<file path="config.mk">
export PLATFORM = sky130hd
export DESIGN_NAME = eu_core
export DESIGN_NICKNAME = d
export VERILOG_FILES = /design/src/include/eu_pkg.sv /design/src/rtl/eu_tx.sv /design/src/rtl/eu_rx.sv /design/src/rtl/eu_core.sv
export SDC_FILE = /design/constraint.sdc
export NUM_CORES = 1
export LEC_CHECK = 0
export BUFFER_PORTS_ARGS = -buffer_cell sky130_fd_sc_hd__buf_2
export CORE_ASPECT_RATIO = 1.5
export CORE_MARGIN = 3
export CORE_UTILIZATION = 53
export CTS_CLUSTER_DIAMETER = 50
export CTS_CLUSTER_SIZE = 20
export DETAILED_ROUTE_END_ITERATION = 7
export PLACE_DENSITY = 0.75
export RECOVER_POWER = 100
export SLEW_MARGIN = 20
export SYNTH_ARGS = -nofsm -noshare
export SYNTH_HDL_FRONTEND = slang
export SYNTH_SLANG_ARGS = --single-unit
</file>
<file path="constraint.sdc">
create_clock -name pclk -period 6.3 [get_ports pclk]
set_input_delay 0.315 -clock pclk [delete_from_list [all_inputs] [get_ports pclk]]
set_output_delay 0.315 -clock pclk [all_outputs]
set_load 0.005 [all_outputs]
</file>
<file path="src/include/eu_pkg.sv">
// Shared constants and types of the enhanced serial port
package eu_pkg;
  localparam int unsigned EU_AW        = 8;
  localparam int unsigned EU_DW        = 32;
  localparam logic [7:0]  EU_ADDR_DATA  = 8'h00;
  localparam logic [7:0]  EU_ADDR_CTRL  = 8'h04;
  localparam logic [7:0]  EU_ADDR_STAT  = 8'h08;
  localparam logic [7:0]  EU_ADDR_MASK  = 8'h0c;
  localparam logic [7:0]  EU_ADDR_BAUD  = 8'h10;
  localparam logic [7:0]  EU_ADDR_MATCH = 8'h14;
  localparam int unsigned EU_BCW        = 17;
  localparam int unsigned EU_BITS       = 8;
  localparam logic [3:0]  EU_SYNC_DIV   = 4'hc;
  localparam logic [3:0]  EU_SYNC_HALF  = 4'h6;
  localparam logic [16:0] EU_FIX_FAST   = 17'h00020;
  localparam logic [16:0] EU_FIX_SLOW   = 17'h00040;
  localparam logic [15:0] EU_BAUD_RST   = 16'h06c8;
  localparam logic [3:0]  EU_NBITS8     = 4'h8;
  localparam logic [3:0]  EU_NBITS9     = 4'h9;

  typedef enum logic [1:0] {EU_SYNC, EU_ASYNC8, EU_ASYNC9_FIX, EU_ASYNC9_VAR} eu_mode_t;

  typedef struct packed {
    eu_mode_t mode;
    logic     mpe;
    logic     ren;
    logic     tb9;
    logic     rb9;
    logic     tx_done;
    logic     rx_done;
  } eu_ctrl_t;

  typedef struct packed {
    logic ferr;
    logic ovr;
    logic tx_done;
    logic rx_done;
  } eu_stat_t;

  typedef struct packed {
    logic        smod;
    logic [15:0] div;
  } eu_baud_t;

  typedef struct packed {
    logic [7:0] mask;
    logic [7:0] addr;
  } eu_match_t;

  typedef struct packed {
    logic [7:0] data;
    logic       ninth;
    logic       nine;
  } eu_txreq_t;

  typedef struct packed {
    logic [7:0] data;
    logic       ninth;
    logic       stop;
  } eu_rxres_t;
endpackage

</file>
<file path="src/rtl/eu_tx.sv">
// Asynchronous character transmitter
`timescale 1ns/1ps
module eu_tx import eu_pkg::*; #(
  parameter int unsigned BCW = EU_BCW
) (
  input  wire logic           pclk,
  input  wire logic           presetn,
  input  wire logic           start,
  input  eu_txreq_t           req,
  input  wire logic [BCW-1:0] bit_cyc,
  output logic                txd,
  output logic                busy,
  output logic                done
);
  typedef enum logic [1:0] {TX_IDLE, TX_START, TX_BITS, TX_STOP} eu_txst_t;
  typedef struct packed {
    eu_txst_t       st;
    logic [BCW-1:0] cnt;
    logic [3:0]     bitn;
    logic [8:0]     sh;
    logic           txd;
    logic           done;
  } eu_txs_t;

  eu_txs_t r;
  eu_txs_t n;

  always_comb begin
    n = r;
    n.done = 1'b0;
    unique case (r.st)
      TX_IDLE: begin
        n.txd = 1'b1;
        if (start) begin
          n.st   = TX_START;
          n.sh   = {req.ninth, req.data};
          n.bitn = req.nine ? EU_NBITS9 : EU_NBITS8;
          n.cnt  = bit_cyc - 1'b1;
          n.txd  = 1'b0;
        end
      end
      TX_START, TX_BITS: begin
        n.cnt = r.cnt - 1'b1;
        if (r.cnt == '0) begin
          n.cnt = bit_cyc - 1'b1;
          if (r.bitn == '0) begin
            n.st   = TX_STOP;
            n.txd  = 1'b1;
            n.done = 1'b1;
          end else begin
            n.st   = TX_BITS;
            n.txd  = r.sh[0];
            n.sh   = {1'b0, r.sh[8:1]};
            n.bitn = r.bitn - 1'b1;
          end
        end
      end
      TX_STOP: begin
        n.cnt = r.cnt - 1'b1;
        if (r.cnt == '0) begin
          n.st = TX_IDLE;
        end
      end
    endcase
  end

  always_ff @(posedge pclk or negedge presetn) begin
    if (!presetn) begin
      r <= '{st: TX_IDLE, cnt: '0, bitn: '0, sh: '0, txd: 1'b1, done: 1'b0};
    end else begin
      r <= n;
    end
  end

  assign txd  = r.txd;
  assign busy = (r.st != TX_IDLE);
  assign done = r.done;
endmodule

</file>
<file path="src/rtl/eu_rx.sv">
// Asynchronous character receiver
`timescale 1ns/1ps
module eu_rx import eu_pkg::*; #(
  parameter int unsigned BCW = EU_BCW
) (
  input  wire logic           pclk,
  input  wire logic           presetn,
  input  wire logic           rxd,
  input  wire logic           enable,
  input  wire logic           nine,
  input  wire logic [BCW-1:0] bit_cyc,
  output logic                done,
  output eu_rxres_t           res
);
  typedef enum logic [1:0] {RX_IDLE, RX_START, RX_BITS, RX_STOP} eu_rxst_t;
  typedef struct packed {
    eu_rxst_t       st;
    logic [BCW-1:0] cnt;
    logic [3:0]     bitn;
    logic [8:0]     sh;
    logic           prev;
    logic           done;
    eu_rxres_t      res;
  } eu_rxs_t;

  eu_rxs_t r;
  eu_rxs_t n;

  always_comb begin
    n = r;
    n.done = 1'b0;
    n.prev = rxd;
    unique case (r.st)
      RX_IDLE: begin
        if (enable && r.prev && !rxd) begin
          n.st  = RX_START;
          n.cnt = bit_cyc >> 1;
        end
      end
      RX_START: begin
        n.cnt = r.cnt - 1'b1;
        if (r.cnt == '0) begin
          n.st   = rxd ? RX_IDLE : RX_BITS;
          n.cnt  = bit_cyc - 1'b1;
          n.bitn = nine ? EU_NBITS9 : EU_NBITS8;
        end
      end
      RX_BITS: begin
        n.cnt = r.cnt - 1'b1;
        if (r.cnt == '0) begin
          n.cnt  = bit_cyc - 1'b1;
          n.sh   = {rxd, r.sh[8:1]};
          n.bitn = r.bitn - 1'b1;
          if (r.bitn == 4'h1) begin
            n.st = RX_STOP;
          end
        end
      end
      RX_STOP: begin
        n.cnt = r.cnt - 1'b1;
        if (r.cnt == '0) begin
          n.st        = RX_IDLE;
          n.done      = 1'b1;
          n.res.stop  = rxd;
          n.res.ninth = r.sh[8];
          n.res.data  = nine ? r.sh[7:0] : r.sh[8:1];
        end
      end
    endcase
  end

  always_ff @(posedge pclk or negedge presetn) begin
    if (!presetn) begin
      r <= '{st: RX_IDLE, cnt: '0, bitn: '0, sh: '0, prev: 1'b1, done: 1'b0, res: '0};
    end else begin
      r <= n;
    end
  end

  assign done = r.done;
  assign res  = r.res;
endmodule

</file>
<file path="src/rtl/eu_core.sv">
// Enhanced serial port with APB registers, sync shifter and interrupt
//
// The APB interface to the registers and the register addresses were chosen for this implementation.
`timescale 1ns/1ps
// Summary of operation
// - Async full duplex or sync half duplex
// - Completed byte moves to holding register
// - Overrun set when byte arrives unread
// - One data address: write transmits, read receives
// - Transmit-done flag bit 1, set on completion
// - Receive-done flag bit 0, set on completion
// - Flags cleared only by software
// - Flags raise interrupt and can be polled
// - Frame error detect and address recognition
// - Sync mode: eight bits LSB first, clock/12
// - Eight-bit async: start, eight data, stop
// - Nine-bit async: start, eight, ninth, stop
// - Async8 loads only if flag clear, and stop ok when mpe set
module eu_core import eu_pkg::*; (
  input  wire logic             pclk,
  input  wire logic             presetn,
  input  wire logic             psel,
  input  wire logic             penable,
  input  wire logic             pwrite,
  input  wire logic [EU_AW-1:0] paddr,
  input  wire logic [EU_DW-1:0] pwdata,
  output logic      [EU_DW-1:0] prdata,
  output logic                  pready,
  output logic                  pslverr,
  input  wire logic             rxd_in,
  output logic                  rxd_out,
  output logic                  rxd_oe,
  output logic                  txd,
  output logic                  irq
);
  typedef enum logic [1:0] {S_IDLE, S_TX, S_RX} eu_sst_t;
  typedef struct packed {
    eu_mode_t         mode;
    logic             mpe;
    logic             ren;
    logic             tb9;
    logic             rb9;
    eu_stat_t         stat;
    eu_stat_t         mask;
    eu_baud_t         baud;
    eu_match_t        match;
    logic [7:0]       rx_buf;
    eu_txreq_t        txreq;
    logic             tx_start;
    eu_sst_t          sst;
    logic [3:0]       sdiv;
    logic [3:0]       sbit;
    logic [7:0]       ssh;
    logic [EU_DW-1:0] prdata;
    logic             pready;
    logic             pslverr;
    logic             txd;
    logic             rxd_out;
    logic             rxd_oe;
    logic             irq;
  } eu_core_t;

  eu_core_t        r;
  eu_core_t        n;
  logic            tx_line;
  logic            tx_busy;
  logic            tx_done_p;
  logic            rx_done_p;
  eu_rxres_t       rx_res;
  logic [EU_BCW-1:0] bit_cyc;
  logic            async_md;
  logic            addr_ok;
  logic            accept;
  logic            wr_hit;
  logic            rx_clr;
  eu_ctrl_t        ctrl_view;
  eu_ctrl_t        ctrl_w;

  assign async_md = (r.mode != EU_SYNC);
  assign bit_cyc  = (r.mode == EU_ASYNC9_FIX) ? (r.baud.smod ? EU_FIX_FAST : EU_FIX_SLOW)
                                               : {1'b0, r.baud.div};
  assign addr_ok  = (((rx_res.data ^ r.match.addr) & r.match.mask) == 8'h00);
  assign accept   = (r.mode == EU_ASYNC8) ? (!r.mpe || rx_res.stop)
                                          : (!r.mpe || (rx_res.ninth && addr_ok));
  assign wr_hit   = psel && penable && r.pready && pwrite;
  assign rx_clr   = wr_hit && ((paddr == EU_ADDR_CTRL && ctrl_w.rx_done) ||
                               (paddr == EU_ADDR_STAT && pwdata[0]));
  assign ctrl_w   = eu_ctrl_t'(pwdata[$bits(eu_ctrl_t)-1:0]);
  assign ctrl_view = '{mode: r.mode, mpe: r.mpe, ren: r.ren, tb9: r.tb9, rb9: r.rb9,
                       tx_done: r.stat.tx_done, rx_done: r.stat.rx_done};

  eu_tx #(
    .BCW (EU_BCW)
  ) u_tx (
    .pclk    (pclk),
    .presetn (presetn),
    .start   (r.tx_start),
    .req     (r.txreq),
    .bit_cyc (bit_cyc),
    .txd     (tx_line),
    .busy    (tx_busy),
    .done    (tx_done_p)
  );

  eu_rx #(
    .BCW (EU_BCW)
  ) u_rx (
    .pclk    (pclk),
    .presetn (presetn),
    .rxd     (rxd_in),
    .enable  (r.ren && async_md),
    .nine    (r.mode != EU_ASYNC8),
    .bit_cyc (bit_cyc),
    .done    (rx_done_p),
    .res     (rx_res)
  );

  always_comb begin
    n = r;
    n.tx_start = 1'b0;
    n.pready   = psel && penable && !r.pready;
    n.pslverr  = 1'b0;
    n.rxd_out  = 1'b0;
    // Register read, answered one cycle into the access phase
    if (psel && penable && !r.pready) begin
      unique case (paddr)
        EU_ADDR_DATA:  n.prdata = EU_DW'(r.rx_buf);
        EU_ADDR_CTRL:  n.prdata = EU_DW'(ctrl_view);
        EU_ADDR_STAT:  n.prdata = EU_DW'(r.stat);
        EU_ADDR_MASK:  n.prdata = EU_DW'(r.mask);
        EU_ADDR_BAUD:  n.prdata = EU_DW'(r.baud);
        EU_ADDR_MATCH: n.prdata = EU_DW'(r.match);
        default: begin
          n.prdata  = '0;
          n.pslverr = 1'b1;
        end
      endcase
    end
    // Register writes; clears first so that events below win
    if (wr_hit) begin
      unique case (paddr)
        EU_ADDR_DATA: begin
          n.txreq = '{data: pwdata[7:0], ninth: r.tb9, nine: (r.mode != EU_ASYNC8)};
          if (async_md && !tx_busy && !r.tx_start) begin
            n.tx_start = 1'b1;
          end else if (!async_md && r.sst == S_IDLE) begin
            n.sst  = S_TX;
            n.ssh  = pwdata[7:0];
            n.sdiv = '0;
            n.sbit = '0;
          end
        end
        EU_ADDR_CTRL: begin
          n.mode = ctrl_w.mode;
          n.mpe  = ctrl_w.mpe;
          n.ren  = ctrl_w.ren;
          n.tb9  = ctrl_w.tb9;
          n.stat.rx_done = r.stat.rx_done && !ctrl_w.rx_done;
          n.stat.tx_done = r.stat.tx_done && !ctrl_w.tx_done;
        end
        EU_ADDR_STAT:  n.stat  = r.stat & ~eu_stat_t'(pwdata[$bits(eu_stat_t)-1:0]);
        EU_ADDR_MASK:  n.mask  = eu_stat_t'(pwdata[$bits(eu_stat_t)-1:0]);
        EU_ADDR_BAUD:  n.baud  = eu_baud_t'(pwdata[$bits(eu_baud_t)-1:0]);
        EU_ADDR_MATCH: n.match = eu_match_t'(pwdata[$bits(eu_match_t)-1:0]);
        default: ;
      endcase
    end
    // Synchronous half-duplex shifter
    unique case (r.sst)
      S_IDLE: begin
        n.rxd_oe = 1'b0;
        if (!async_md && n.sst == S_IDLE && r.ren && !r.stat.rx_done) begin
          n.sst  = S_RX;
          n.sdiv = '0;
          n.sbit = '0;
        end
      end
      S_TX, S_RX: begin
        n.sdiv   = r.sdiv + 1'b1;
        n.rxd_oe = (r.sst == S_TX) && !r.ssh[0];
        if (r.sst == S_RX && r.sdiv == EU_SYNC_HALF - 1'b1) begin
          n.ssh = {rxd_in, r.ssh[7:1]};
        end
        if (r.sdiv == EU_SYNC_DIV - 1'b1) begin
          n.sdiv = '0;
          n.sbit = r.sbit + 1'b1;
          if (r.sst == S_TX) begin
            n.ssh = {1'b0, r.ssh[7:1]};
          end
          if (r.sbit == 4'(EU_BITS - 1)) begin
            n.sst = S_IDLE;
            if (r.sst == S_TX) begin
              n.stat.tx_done = 1'b1;
            end else begin
              n.rx_buf       = r.ssh;
              n.stat.rx_done = 1'b1;
            end
          end
        end
      end
      default: n.sst = S_IDLE;
    endcase
    // Asynchronous completions
    if (tx_done_p) begin
      n.stat.tx_done = 1'b1;
    end
    if (rx_done_p) begin
      if (!rx_res.stop) begin
        n.stat.ferr = 1'b1;
      end
      if (r.stat.rx_done) begin
        n.stat.ovr = 1'b1;
      end else if (accept) begin
        n.rx_buf       = rx_res.data;
        n.rb9          = (r.mode == EU_ASYNC8) ? rx_res.stop : rx_res.ninth;
        n.stat.rx_done = 1'b1;
      end
    end
    n.txd = async_md ? tx_line : ((r.sst == S_IDLE) || (r.sdiv >= EU_SYNC_HALF));
    n.irq = |(n.stat & n.mask);
  end

  always_ff @(posedge pclk or negedge presetn) begin
    if (!presetn) begin
      r <= '{mode: EU_SYNC, baud: '{smod: 1'b0, div: EU_BAUD_RST}, sst: S_IDLE,
             txd: 1'b1, default: '0};
    end else begin
      r <= n;
    end
  end

  assign prdata  = r.prdata;
  assign pready  = r.pready;
  assign pslverr = r.pslverr;
  assign rxd_out = r.rxd_out;
  assign rxd_oe  = r.rxd_oe;
  assign txd     = r.txd;
  assign irq     = r.irq;
endmodule

</file>
=== Yosys cells after proc, flatten, opt, wreduce, memory -nomap -nowiden ===
Index checks and enable logic that the tools add are counted.

* Bits in read-only memories: 0
* Output and inout port bits: 38
* Bits in writable memories: 0
* Input port bits: 46
* Logic and storage cells: 221
* Latch bits: 0
* Flip-flop bits (word level): 199
* Memories: 0

* Multipliers: 0
* Reductions and logical operators: 61
* Muxes and demuxes: 70
* Magnitude comparators: 1
* Add/subtract/negate cells: 7
* Bitwise operators: 6
* Divide/modulo/power cells: 0
* Shifts and indexed selects: 0
* Eq/ne operators: 29

{| class="wikitable"
|+ Operators with widths
! operator !! count
|-
| case mux 17 bit (6 select lines) || 1
|-
| two-way mux 8 bit || 11
|-
| case mux 19 bit (4 select lines) || 1
|-
| two-way mux 19 bit || 3
|-
| case mux 19 bit (3 select lines) || 1
|-
| two-way mux 18 bit || 3
|-
| two-way mux 41 bit || 1
|-
| zero test 17 bit || 2
|-
| two-way mux 34 bit || 1
|-
| subtractor 17 x 1 -> 17 bit (second input constant) || 2
|-
| two-way mux 33 bit || 1
|-
| two-way mux 16 bit || 2
|-
| two-way mux 32 bit || 1
|-
| case mux 14 bit (2 select lines) || 1
|-
| two-way mux 23 bit || 1
|-
| two-way mux 11 bit || 2
|-
| two-way mux 1 bit || 20
|-
| two-way mux 2 bit || 10
|-
| logical AND 1 bit || 18
|-
| two-way mux 17 bit || 1
|-
| subtractor 16 x 1 -> 17 bit (second input constant) || 1
|-
| == test 8 x 4 -> 1 bit (second input constant) || 2
|-
| == test 8 x 5 -> 1 bit (second input constant) || 2
|-
| zero test 8 bit || 2
|-
| 36 further kinds || 84
|}

=== Longest topological paths before layout ===
Gate-level depths: netlist of the first run.

* Depth in word-level cells: 13
* Depth in mapped cells: 10
* Gate-level depth less buffers: 8

=== Hierarchy ===
From an unflattened synthesis of the first run, not the netlist that was laid out.

* Cells, all modules: 1077
* Area total of the unflattened synthesis: 10532.6 µm²

{| class="wikitable"
|+ Modules (own cells, without submodules)
! module !! area an instance (µm²) !! times used !! cells an instance !! sequential area each (µm²)
|-
| eu_core || 5387.7 || 1 || 486 || 2660.1
|-
| eu_rx || 2788.9 || 1 || 317 || 1102.3
|-
| eu_tx || 2356.0 || 1 || 274 || 852.1
|}

=== Worst setup path after synthesis of the first run ===
OpenSTA, ideal clock, no wires.

* Kind: register to register
* Start point: reg r (netlist bit ctrl_view[6])
* End point: reg u_rx.r[39] (netlist bit)
* Library setup time: 0.124 ns
* Setup slack: 3.937 ns
* Arrival time: 2.239 ns
* Cell stages (with the launch flop): 11
* Path buffers: 2
* Period minus slack after synthesis: 2.363 ns
* Cell sequence: dfrtp_1 -> clkbuf_1 -> nand2b_1 -> clkbuf_1 -> nand2_1 -> ha_1 -> nand2b_1 -> nor4_1 -> mux2i_1 -> nor2_1 -> o31a_1

* Word-level cells in the longest chain between the ends: 5
* Elaborated cells on any way between the ends: 12
* Those cells by class: add/sub: 1; eq/ne: 2; mux: 5; reduce/logical: 4

{| class="wikitable"
|+ RTL lines
! element !! RTL line !! RTL
|-
| start, declared || eu_core.sv:63 || <nowiki>eu_core_t r;</nowiki>
|-
| start signal, assigned || eu_core.sv:225 || <nowiki>r <= '{mode: EU_SYNC, baud: '{smod: 1'b0, div: EU_BAUD_RST}, sst: S_IDLE,</nowiki>
|-
| start signal, assigned || eu_core.sv:228 || <nowiki>r <= n;</nowiki>
|-
| == test 2 bit or nonzero test 2 bit (tied branches) || eu_core.sv:80, eu_core.sv:79 ||
|-
| two-way mux 16 bit or logical AND 1 bit (tied branches) || eu_core.sv:80, eu_core.sv:111 ||
|-
| subtractor 16 x 1 -> 17 bit or logical AND 1 bit (tied branches) || eu_rx.sv:44, eu_rx.sv:51, eu_rx.sv:35 ||
|-
| two-way mux 32 bit, or another cell as far along || eu_rx.sv:50 || <nowiki>if (r.cnt == '0) begin</nowiki>
|-
| case mux 19 bit (4 select lines) or != test 2 x 1 -> 1 bit (tied branches) || - ||
|-
| end signal, assigned || eu_rx.sv:74 || <nowiki>r <= '{st: RX_IDLE, cnt: '0, bitn: '0, sh: '0, prev: 1'b1, done: 1'b0, res: '0};</nowiki>
|-
| end signal, assigned || eu_rx.sv:76 || <nowiki>r <= n;</nowiki>
|-
| end, declared || eu_rx.sv:26 || <nowiki>eu_rxs_t r;</nowiki>
|}

Several ways; a longest one is shown, not always the timed one. The select of a mux whose other input is x is not followed.
A chain may end at the register's enable or synchronous reset.

=== Worst setup path in the final report of the first run ===
* Start point: reg u_tx.r[23] (netlist bit)
* End point: reg u_tx.r[12] (netlist bit)

* Word-level cells in the longest chain between the ends: 3

{| class="wikitable"
|+ RTL lines
! element !! RTL line !! RTL
|-
| start, declared || eu_tx.sv:25 || <nowiki>eu_txs_t r;</nowiki>
|-
| start signal, assigned || eu_tx.sv:69 || <nowiki>r <= '{st: TX_IDLE, cnt: '0, bitn: '0, sh: '0, txd: 1'b1, done: 1'b0};</nowiki>
|-
| start signal, assigned || eu_tx.sv:71 || <nowiki>r <= n;</nowiki>
|-
| zero test 17 bit || eu_tx.sv:44 || <nowiki>if (r.cnt == '0) begin</nowiki>
|-
| != test 2 x 1 -> 1 bit (no source line) || - ||
|-
| AND reduction 4 bit (no source line) || - ||
|}

Every way passes these cells.

==> results.md, run 1 <==
* Clk sinks at about 180
* Max Freq at approximately 250 MHz
* Setup TNS Final at 0 ns
* Core Area at 18850 um2
* RSZ-0062 raised after global routing: false
* # rows at 61
* Hold WC Path Type: in -> async
* Initial antenna violation count at 0
* CTS tree: built
* Tcrit/Tclk final at about 64%
* Status: finished with violations
* Die ar. at 21200 um2
* # setup viols final at 0
* H-tree levels at 4
* Total of warnings raised by yosys at 0
* Syn_area_per_cell at about 10 um2
* Clk slew on worst S/H paths at around 0.08 ns
* Worst-Margin Slew at about 1.9 ns
* Synth Instances at approximately 1000
* Crit path DAT at ~4.4 ns
* Mapped Area at slightly above 10000 um2
* Nets at between 1000 and 1500
* Crit. End Element: register
* Post-CTS Setup Inserts at 0
* Inserted Clock Buffers at 17
* DRC viols at 0
* GRT Util Overall at 25.64%
* Worst VDD drop at 214.6 uV
* Overflow after GRT at 0
* Top_reg_cell synth: dfrtp_1
* First-pass GRT wire length at approximately 43000 um
* I/O pin cnt at 84
* Worst slew margin at -29.26%
* Vias in the first global route at 8033
* Post-DP HPWL at between 15000 and 20000 um
* Startpoint Class: register
* Flops & latches, synth at 184
* Seq/Total Area, Yosys at around 45%
* Critical path type: reg -> reg
* Share of cells above drive strength 1 at approximately 17%
* Final hold violation count at 0
* Hold-fix buffers, CTS at 0
* Max_cap viols at 2
* Die Wd at between 100 and 150 um
* Worst path required time at roughly 6.6 ns
* Failing checks: capacitance limit, slew limit
* Largest net degree at the start of global routing at 109
* Final Instance Area at 11060 um2
* CP Max Fanout at 19
* Post-synth EDFFs at 0
* P per Cell Area at just under 300 nW/um2
* DR WL/cell at 20.72 um
* Minimum clock period at about 4 ns
* ANT nets after route at 0
* Root Driver: clkbuf_16
* CTS max path bufs at 2
* Initial Utilization at 54.71%
* Cells along the critical path: nor4_1 -> nand4_1 -> o21ai_0 -> nand2_1 -> mux2_2
* Skew final at 0.01064 ns
* Vias per cell at between 6 and 7
* Crit path largest cell delay at around 1.6 ns
* I/O Buffers at 52
* CP max stage cell: o21ai_0
* Layout Cells excl Fill at 1280
* Max Slew Vio Count at 31
* Cell variety after synth at 77
* Placed instance area at roughly 11000 um2
* Die Y at 176.9 um
* Routability cong. at 0.8925
* Total vias in the final route at 8270
* R2R depth at 5
* Final WL at 26530 um
* Placed cell count at between 1000 and 1500
* Iter 0 DRT Violations at between 700 and 800
* Async set or reset register ratio after synthesis at 100.0%
* Leakage at ~5 nW
* P&R area growth vs syn at 7.255%
* Clock Latency Late Sink at about 0.44 ns
* Cts repair resizes at 0
* Drt first pass iters at 5
* Antenna diodes at 0
cell families after synthesis:
family,synth area share [%]
AND/OR/NAND/NOR,15.67
AO/OA/AOI/OAI,18.40
flip-flops,44.74
buffers and inverters,5.787
multiplexers,10.53
XOR/XNOR,2.038
adder cells (fa/ha/maj),2.790
other,0.03636
cells in the final DEF, fill, tap and decap left out, drive strengths merged, types with 17 or more instances in the layout:
| cell type | synthesis | final |
|---|---|---|
| inv | 33 | 41 |
| ha | 23 | 23 |
| or3 | 17 | 17 |
| a21oi | 34 | 34 |
| nand3 | 18 | 18 |
| nor2 | 41 | 41 |
| and2 | 17 | 17 |
| nand2 | 70 | 70 |
| a22o | 18 | 18 |
| o21ai | 57 | 57 |
| clkbuf | 42 | 30 |
| nor3 | 35 | 35 |
| dfrtp | 176 | 176 |
| buf | 45 | 47 |
| a22oi | 24 | 24 |
| mux2 | 76 | 76 |
| mux2i | 23 | 23 |
path summary, 6_finish.rpt:
check	from	to	slack, ns
setup / recovery	u_tx.r[23]$_DFFE_PN0N_	u_tx.r[12]$_DFFE_PN0P_	2.24
hold / removal	presetn	u_tx.r[6]$_DFFE_PN0P_	0.004
setup reg to reg	u_tx.r[23]$_DFFE_PN0N_	u_tx.r[12]$_DFFE_PN0P_	2.24
hold reg to reg	u_tx.r[10]$_DFFE_PN0P_	u_tx.r[10]$_DFFE_PN0P_	0.49
max in group asynchronous	presetn	u_tx.r[20]$_DFFE_PN0N_	4.68
min in group pclk	rxd_in	u_rx.r[11]$_DFF_PN1_	0.09
metrics by stage:
stage                     hold WS, ns  utilization [%]  total power (W)  setup slack (ns)
after floorplan               0.01941                -         0.002069             3.937
after global placement         0.4603            55.90         0.002234             2.888
after detailed placement       0.4670            55.90         0.002258             2.845
after CTS                     0.03484            58.99         0.003307             2.815
after global routing          0.07662            58.68         0.003492             1.914
final                        0.003748            58.68         0.003299             2.245
metal layers:
layer	track usage [%]	part of all wire, %	vias up
met1	31.23	39	4114
met4	12.09	4.4	0
met3	4.765	5.7	75
met5	0	0	-
li1	-	-	3771
met2	43.87	50	310
Yosys cell counts (all sizes together) (6+ instances only):
master	n	area [um2]
and2	17	106.4
nor4	16	112.6
nor2b	15	93.84
nand2b	8	50.05
nor2	41	153.9
buf	45	315.3
a32oi	11	96.34
a21oi	34	170.2
clkbuf	42	157.7
xor2	15	131.4
a31oi	16	100.1
a32o	6	60.06
nand3	18	95.09
ha	23	287.8
o41ai	7	61.31
or3	17	111.4
a221oi	7	61.31
a22o	18	157.7
nand4	10	68.81
mux2i	23	230.2
a211oi	6	45.04
or4	14	108.9
dfrtp	176	4404
xnor2	9	78.83
a221o	16	160.2
inv	33	123.9
a211o	6	52.55
nand2	70	265.3
dfstp	8	210.2
mux2	76	855.8
o21ai	57	289.0
nor3	35	185.2
a22oi	24	180.2
power by group:
part | total, W | internal [W] | switching (W)
sequential | 0.00137 | 0.00129 | 0.0000827
clock | 0.00105 | 0.000530 | 0.000525
combinational | 0.000875 | 0.000310 | 0.000565
state kept, by name, summed over array words and instances, names as in the netlist:
signal     count
pready         1
r             76
u_tx.done      1
prdata        17
pslverr        1
u_tx.r        32
rxd_oe         1
u_tx.txd       1
u_rx.r        33
ctrl_view      8
txd            1
irq            1
u_rx.res      10
u_rx.done      1
critical path, delay by kind of cell, from the launching register on:
| kind | cells | cell delay (ns) |
|---|---|---|
| flip-flops | 1 | 0.45 |
| AO/OA/AOI/OAI | 1 | 1.59 |
| multiplexers | 1 | 0.42 |
| AND/OR/NAND/NOR | 3 | 1.48 |
layout make-up:
class / instances / area [um2]
fill: 1622 / 7790
multi-input combinational: 719 / 5124
tap: 252 / 315.3
clock inverter: 15 / 156.4
timing repair buffer: 60 / 302.8
inverter: 33 / 123.9
clock buffer: 17 / 425.4
sequential: 184 / 4614
Note: power is estimated with default switching activity, not from simulation.
==> run 2: changes to the inputs <==
- clock period: 6.3 -> 4.1 ns (I/O delays scaled with it)
==> run 2 against run 1 <==
Net effect:
- the flow still finishes with violations (capacitance limit, slew limit)
- wire length down 0.11%
- power up 54%
- clock skew decreased by 0.0016 ns
- largest cell class unchanged
==> results.md, run 2 (same netlist as run 1, synthesis figures left out) <==
* Status: finished with violations
* Failing checks: capacitance limit, slew limit
* # setup viols final at 0
* Antenna diodes at 0
* Skew final at ~0.009 ns
* Clock Latency Late Sink at ~0.44 ns
* Final hold violation count at 0
* Drt first pass iters at 7
* CP max stage cell: nand2b_1
* Clk slew on worst S/H paths at 0.07 ns
* Layout Cells excl Fill at between 1000 and 1500
* Max FFs per register at 76
* RSZ-0062 raised after global routing: false
* Final worst slack at around 0.83 ns
* R2R depth at 9
* Minimum clock period at between 3 and 4 ns
* Crit. End Element: register
* Worst R2R Setup Slack at 0.83 ns
* Total vias in the final route at 8311
* Routability cong. at between 0.8 and 0.9
* Met3 Usage GRT at 4.317%
* Max Slew Vio Count at 99
* CTS max path bufs at 2
* Core Area at between 15000 and 20000 um2
* I/O pin cnt at 84
* Crit path DAT at around 3.6 ns
* H-tree levels at 4
* Multi-input logic area at around 5100 um2
* P&R area growth vs syn at 8.310%
* Inserted Clock Buffers at 17
* Most frequent CP cell: nand2b_1
* Root Driver: clkbuf_16
* Register Area at 4614 um2
* Die Y at 176.9 um
* Die ar. at 21200 um2
* Largest regs: r: 76 flops, u_rx.r: 33 flops, u_tx.r: 32 flops
* Max Freq at around 310 MHz
* Worst-Margin Slew at roughly 2.4 ns
* Placed cell count at around 1300
* Nets at 1098
* Global route hottest layer: met2
* ANT nets after route at 0
* Setup TNS Final at 0 ns
* Clk sinks at about 180
* Most frequent cells in the layout: dfrtp_1 (176), mux2_2 (73), nand2_1 (70)
* Final WL at 26500 um
* CTS tree: built
* GRT Util Overall at around 26%
* Startpoint Class: register
* Worst VDD drop at roughly 370 uV
* Cts repair resizes at 0
* Worst slew margin at -62.49%
* DRC viols at 0
* Most flops, register: r
* P per Cell Area at around 460 nW/um2
* Iter 0 DRT Violations at roughly 760
* Met2 Track Usage GR at 44.17%
* Vias per cell at roughly 6.4
* Max_cap viols at 1
* Vias in the first global route at 8038
* Share of cells above drive strength 1 at roughly 17%
* Initial Utilization at 54.71%
* Worst r2r dst: u_tx.r[29]$_DFFE_PN0N_
* Met1 usage at around 31%
* Final hold slack at between 0.01 and 0.015 ns
* Overflow after GRT at 0
* Critical path type: reg -> reg
* Die Wd at between 100 and 150 um
* Commonest non-fill, non-tap cell in the layout: dfrtp_1
* Leakage at 5.193 nW
* Total power at a little over 0.005 W
* Post-DP HPWL at 19120 um
* # rows at 61
* Setup crit start: ctrl_view[6]$_DFFE_PN0P_
* Largest net degree at the start of global routing at 99
* Initial antenna violation count at 0
* DR WL/cell at approximately 20 um
* Tcrit/Tclk final at between 70 and 80%
* Hold WC Path Type: in -> reg
* I/O Buffers at 52
* Fillers at 1613
* CP Max Fanout at 19
* CP Capture Point: u_tx.r[29]$_DFFE_PN0N_
* RR Startpoint: ctrl_view[6]$_DFFE_PN0P_
* Crit path largest cell delay at ~0.57 ns
* Cells along the critical path: clkbuf_1 -> nand2b_1 -> nand2_1 -> ha_1 -> nand2b_1 -> nor4_1 -> mux2i_1 -> o32ai_1 -> a31o_2
* First-pass GRT wire length at between 40000 and 50000 um
* Post-Place Worst Slack at 1.151 ns
* Worst path required time at ~4.4 ns
run 2: cell types whose count changed in the layout (fill, tap and decap cells not counted), sizes merged:
cell | before | now
clkbuf | 30 | 38
clkinvlp | 1 | 3
dlygate4sd3 | 0 | 6
inv | 41 | 39
run 2: stage by stage:
stage / util [%] / area, um2
final: 59.26 / 11170
after global routing: 59.26 / 11170
after CTS: 59.65 / 11240
after detailed placement: 56.22 / 10600
after global placement: 56.22 / 10600
after floorplan: - / 10370
run 2: layout make-up:
cell class	count	area share, %
tap	252	2.823
timing repair buffer	74	3.528
clock inverter	15	1.434
clock buffer	17	3.808
inverter	33	1.109
multi-input combinational	719	45.99
sequential	184	41.31
run 2: worst min path at each step:
stage	start	endpoint	slack, ns	depth (start not counted)
global placement	presetn	u_tx.r[5]$_DFFE_PN0P_	0.36	1
global route	pwdata[15]	r[90]$_DFFE_PN0P_	0.01	2
CTS	pwdata[14]	r[89]$_DFFE_PN0P_	0.002	2
detailed placement	presetn	u_tx.r[5]$_DFFE_PN0P_	0.36	1
finish	pwdata[14]	r[89]$_DFFE_PN0P_	0.01	2
floorplan	presetn	ctrl_view[0]$_DFF_PN0_	-0.09	0
run 2: timing repair:
item	in CTS	in global routing
setup buffers	0	0
hold buffers	6	0
hold endpoints to repair	96	0
run 2: routing by layer:
metal  routed length, um  part of all wire [%]
met5                   0                     0
met4                1200                   4.5
met3                1448                   5.5
met2               13350                    50
met1               10500                    40
run 2: worst max-delay path, delay by kind of cell, from the launching register on:
kind / cells / cell delay [ns]
and+or+nand+nor: 4 / 1.35
AOI/OAI and AO/OA: 2 / 0.41
muxes: 1 / 0.39
DFF: 1 / 0.36
buffers and inverters: 1 / 0.36
adders and majority gates: 1 / 0.30
run 2: where the power goes:
group | leakage (nW) | total [W] | switching (W) | internal, W
logic | 2.53 | 0.00136 | 0.000873 | 0.000492
clock network | 0.276 | 0.00161 | 0.000802 | 0.000813
registers | 2.39 | 0.00210 | 0.000128 | 0.00198
total | 5.19 | 0.00508 | 0.00180 | 0.00328
==> run 3: changes to the inputs <==
- clock period: 4.1 -> 3.4 ns (I/O delays scaled with it)
==> run 3 against run 2 <==
Net effect:
- largest cell class unchanged
- largest power group unchanged
- first-iteration DRC count grew 7.8%
- die area is the same
- global-route usage grew 0.27 points
- worst hold slack gained 0.044 ns
- register-to-register slack lost 0.28 ns
- maximum frequency grew 15%
- sequential share of layout area shrank 0.55 points
- final cell count grew 0.93%
- setup slack lost 0.28 ns
- final area grew 1.4%
- clock power grew 22%
- the flow still finishes with violations (capacitance limit, slew limit)
==> results.md, run 3 (same netlist as run 1, synthesis figures left out) <==
* Largest regs: r: 76 flops, u_rx.r: 33 flops, u_tx.r: 32 flops
* I/O Buffers at 52
* Combinational Power Share at roughly 27%
* Final Instance Area at about 11000 um2
* # setup viols final at 0
* Most frequent cells in the layout: dfrtp_1 (176), mux2_2 (72), nand2_1 (70)
* Nets at ~1100
* Commonest non-fill, non-tap cell in the layout: dfrtp_1
* Skew final at between 0.007 and 0.008 ns
* Setup TNS Final at 0 ns
* Initial antenna violation count at 0
* CP Capture Point: r[71]$_DFF_PN0_
* Crit. End Element: register
* Antenna diodes at 0
* Drt first pass iters at 6
* Vias in the first global route at 8258
* Worst-Margin Slew at about 2.2 ns
* Buf/Inv on CP at 1
* Sw frac at roughly 35%
* DRC viols at 0
* Max Freq at between 300 and 400 MHz
* Total vias in the final route at roughly 8400
* ANT nets after route at 0
* # rows at 61
* Core Util, Final at 60.06%
* Hold path cells at 3
* Clock Latency Late Sink at 0.44 ns
* Share of cells above drive strength 1 at a little under a fifth
* Core Area at roughly 19000 um2
* Setup crit start: ctrl_view[6]$_DFFE_PN0P_
* Overflow after GRT at 0
* GRT Util Overall at between 20% and 30%
* Register Area at around 4600 um2
* Multi-input logic area at between 5000 and 6000 um2
* Cts repair resizes at 0
* Delay-heaviest family, CP: simple AND/OR/NAND/NOR gates
* Die Y at approximately 180 um
* RSZ-0062 raised after global routing: false
* Iter 0 DRT Violations at between 800 and 900
* Status: finished with violations
* Fillers at around 1600
* Leakage at 5.281 nW
* Clock share of power at a little under a third
* Worst r2r dst: r[71]$_DFF_PN0_
* Post-DP HPWL at 19220 um
* Die Wd at 119.9 um
* R2R depth at 6
* Final WL at about 27000 um
* Largest net degree at the start of global routing at between 80 and 90
* Crit path largest cell delay at 0.68 ns
* Cells along the critical path: clkbuf_1 -> nor2b_1 -> a2111oi_0 -> and4_1 -> nor2_1 -> mux2_2
* Sequential Power Share at around 41%
* Most flops, register: r
* Worst VDD drop at 441.0 uV
* Post-CTS Setup Inserts at 0
* Max FFs per register at between 70 and 80
* CTS max path bufs at 2
* Final hold violation count at 0
* Critical path type: reg -> reg
* CP max stage cell: clkbuf_1
* First-pass GRT wire length at 43450 um
* Initial Utilization at 54.71%
* Crit path DAT at ~3.2 ns
* CTS tree: built
* Clk sinks at 184
* Hold-fix buffers, CTS at 11
* Clk slew on worst S/H paths at about 0.070 ns
* Max_cap viols at 1
* P per Cell Area at 546.3 nW/um2
* P&R area growth vs syn at 9.778%
* Failing checks: capacitance limit, slew limit
* I/O pin cnt at 84
* CP Max Fanout at 18
* Startpoint Class: register
* Tcrit/Tclk final at 83.85%
* RR Startpoint: ctrl_view[6]$_DFFE_PN0P_
* Worst slew margin at -45.01%
* Int Pwr at approximately 0.004 W
* Minimum clock period at around 2.9 ns
* Root Driver: clkbuf_16
* Hold WC Path Type: in -> reg
* DR WL/cell at about 21 um
* Worst path required time at about 3.7 ns
* Routability cong. at 0.9265
* Vias per cell at 6.425
* Max Slew Vio Count at 85
* H-tree levels at 4
* Stages on worst setup path at 6
* Worst R2R Setup Slack at 0.55 ns
* Net Switching at approximately 0.0022 W
* Inserted Clock Buffers at 17
* Placed instance area at between 10000 and 15000 um2
* Die ar. at about 21000 um2
==> run 3: changes by cell type in the layout (fill, tap and decap cells not counted), moves of 2 or more <==
cell,delta
inv_6,+2
nor3_1,-2
buf_12,+2
clkinvlp_4,-2
dlygate4sd3_1,+5
inv_8,-2
buf_4,+9
nor3_2,+2
clkbuf_1,-4
==> run 3: per-stage QoR <==
stage	std cells	power [W]	hold WS, ns	setup slack, ns
2_1_floorplan	1023	0.003834	-0.1256	1.037
5_1_grt	1306	0.006540	0.07086	0.2760
3_3_place_gp	1263	0.004205	0.2750	0.6876
6_report	1306	0.006185	0.05454	0.5493
4_1_cts	1306	0.006224	0.04393	0.6044
3_5_place_dp	1263	0.004254	0.2781	0.6284
==> run 3: how the worst min path moves through the flow <==
| stage | slack (ns) | start | end |
|---|---|---|---|
| 4_1_cts | 0.04 | paddr[3] | pslverr$_DFF_PN0_ |
| 5_1_grt | 0.07 | pwdata[1] | r[109]$_DFF_PN0_ |
| 2_1_floorplan | -0.13 | presetn | ctrl_view[0]$_DFF_PN0_ |
| 3_5_place_dp | 0.28 | presetn | u_tx.r[5]$_DFFE_PN0P_ |
| 6_report | 0.05 | paddr[3] | pslverr$_DFF_PN0_ |
| 3_3_place_gp | 0.28 | presetn | u_tx.r[5]$_DFFE_PN0P_ |
==> run 3: power by group through the flow <==
stage          Sequential (W)  Clock, W  Combinational, W
3_3_place_gp          0.00256         0           0.00164
3_5_place_dp          0.00257         0           0.00168
2_1_floorplan         0.00252         0           0.00131
4_1_cts               0.00253   0.00200           0.00170
5_1_grt               0.00256   0.00208           0.00190
6_report              0.00254   0.00196           0.00169
==> run 3: metal layers <==
metal / vias up / part of all wire, % / wire, um / GRT usage (%)
li1: 3824 / - / - / -
met1: 4173 / 41 / 10960 / 31.53
met4: 0 / 5.1 / 1380 / 13.47
met5: - / 0 / 0 / 0
met3: 83 / 4.7 / 1264 / 4.189
met2: 311 / 49 / 13200 / 43.75
==> run 3: layout make-up <==
type | instances | share of cell area [%]
Clock buffer | 17 | 3.757
Inverter | 33 | 1.094
Multi-Input combinational cell | 719 | 45.41
Clock inverter | 15 | 1.459
Timing Repair Buffer | 86 | 4.741
Tap cell | 252 | 2.785
Sequential cell | 184 | 40.76
==> run 3: tightest hold or removal path: stages <==
cell and delay (ns):
buf_2 0.15, nand2_1 0.08, a21oi_1 0.06
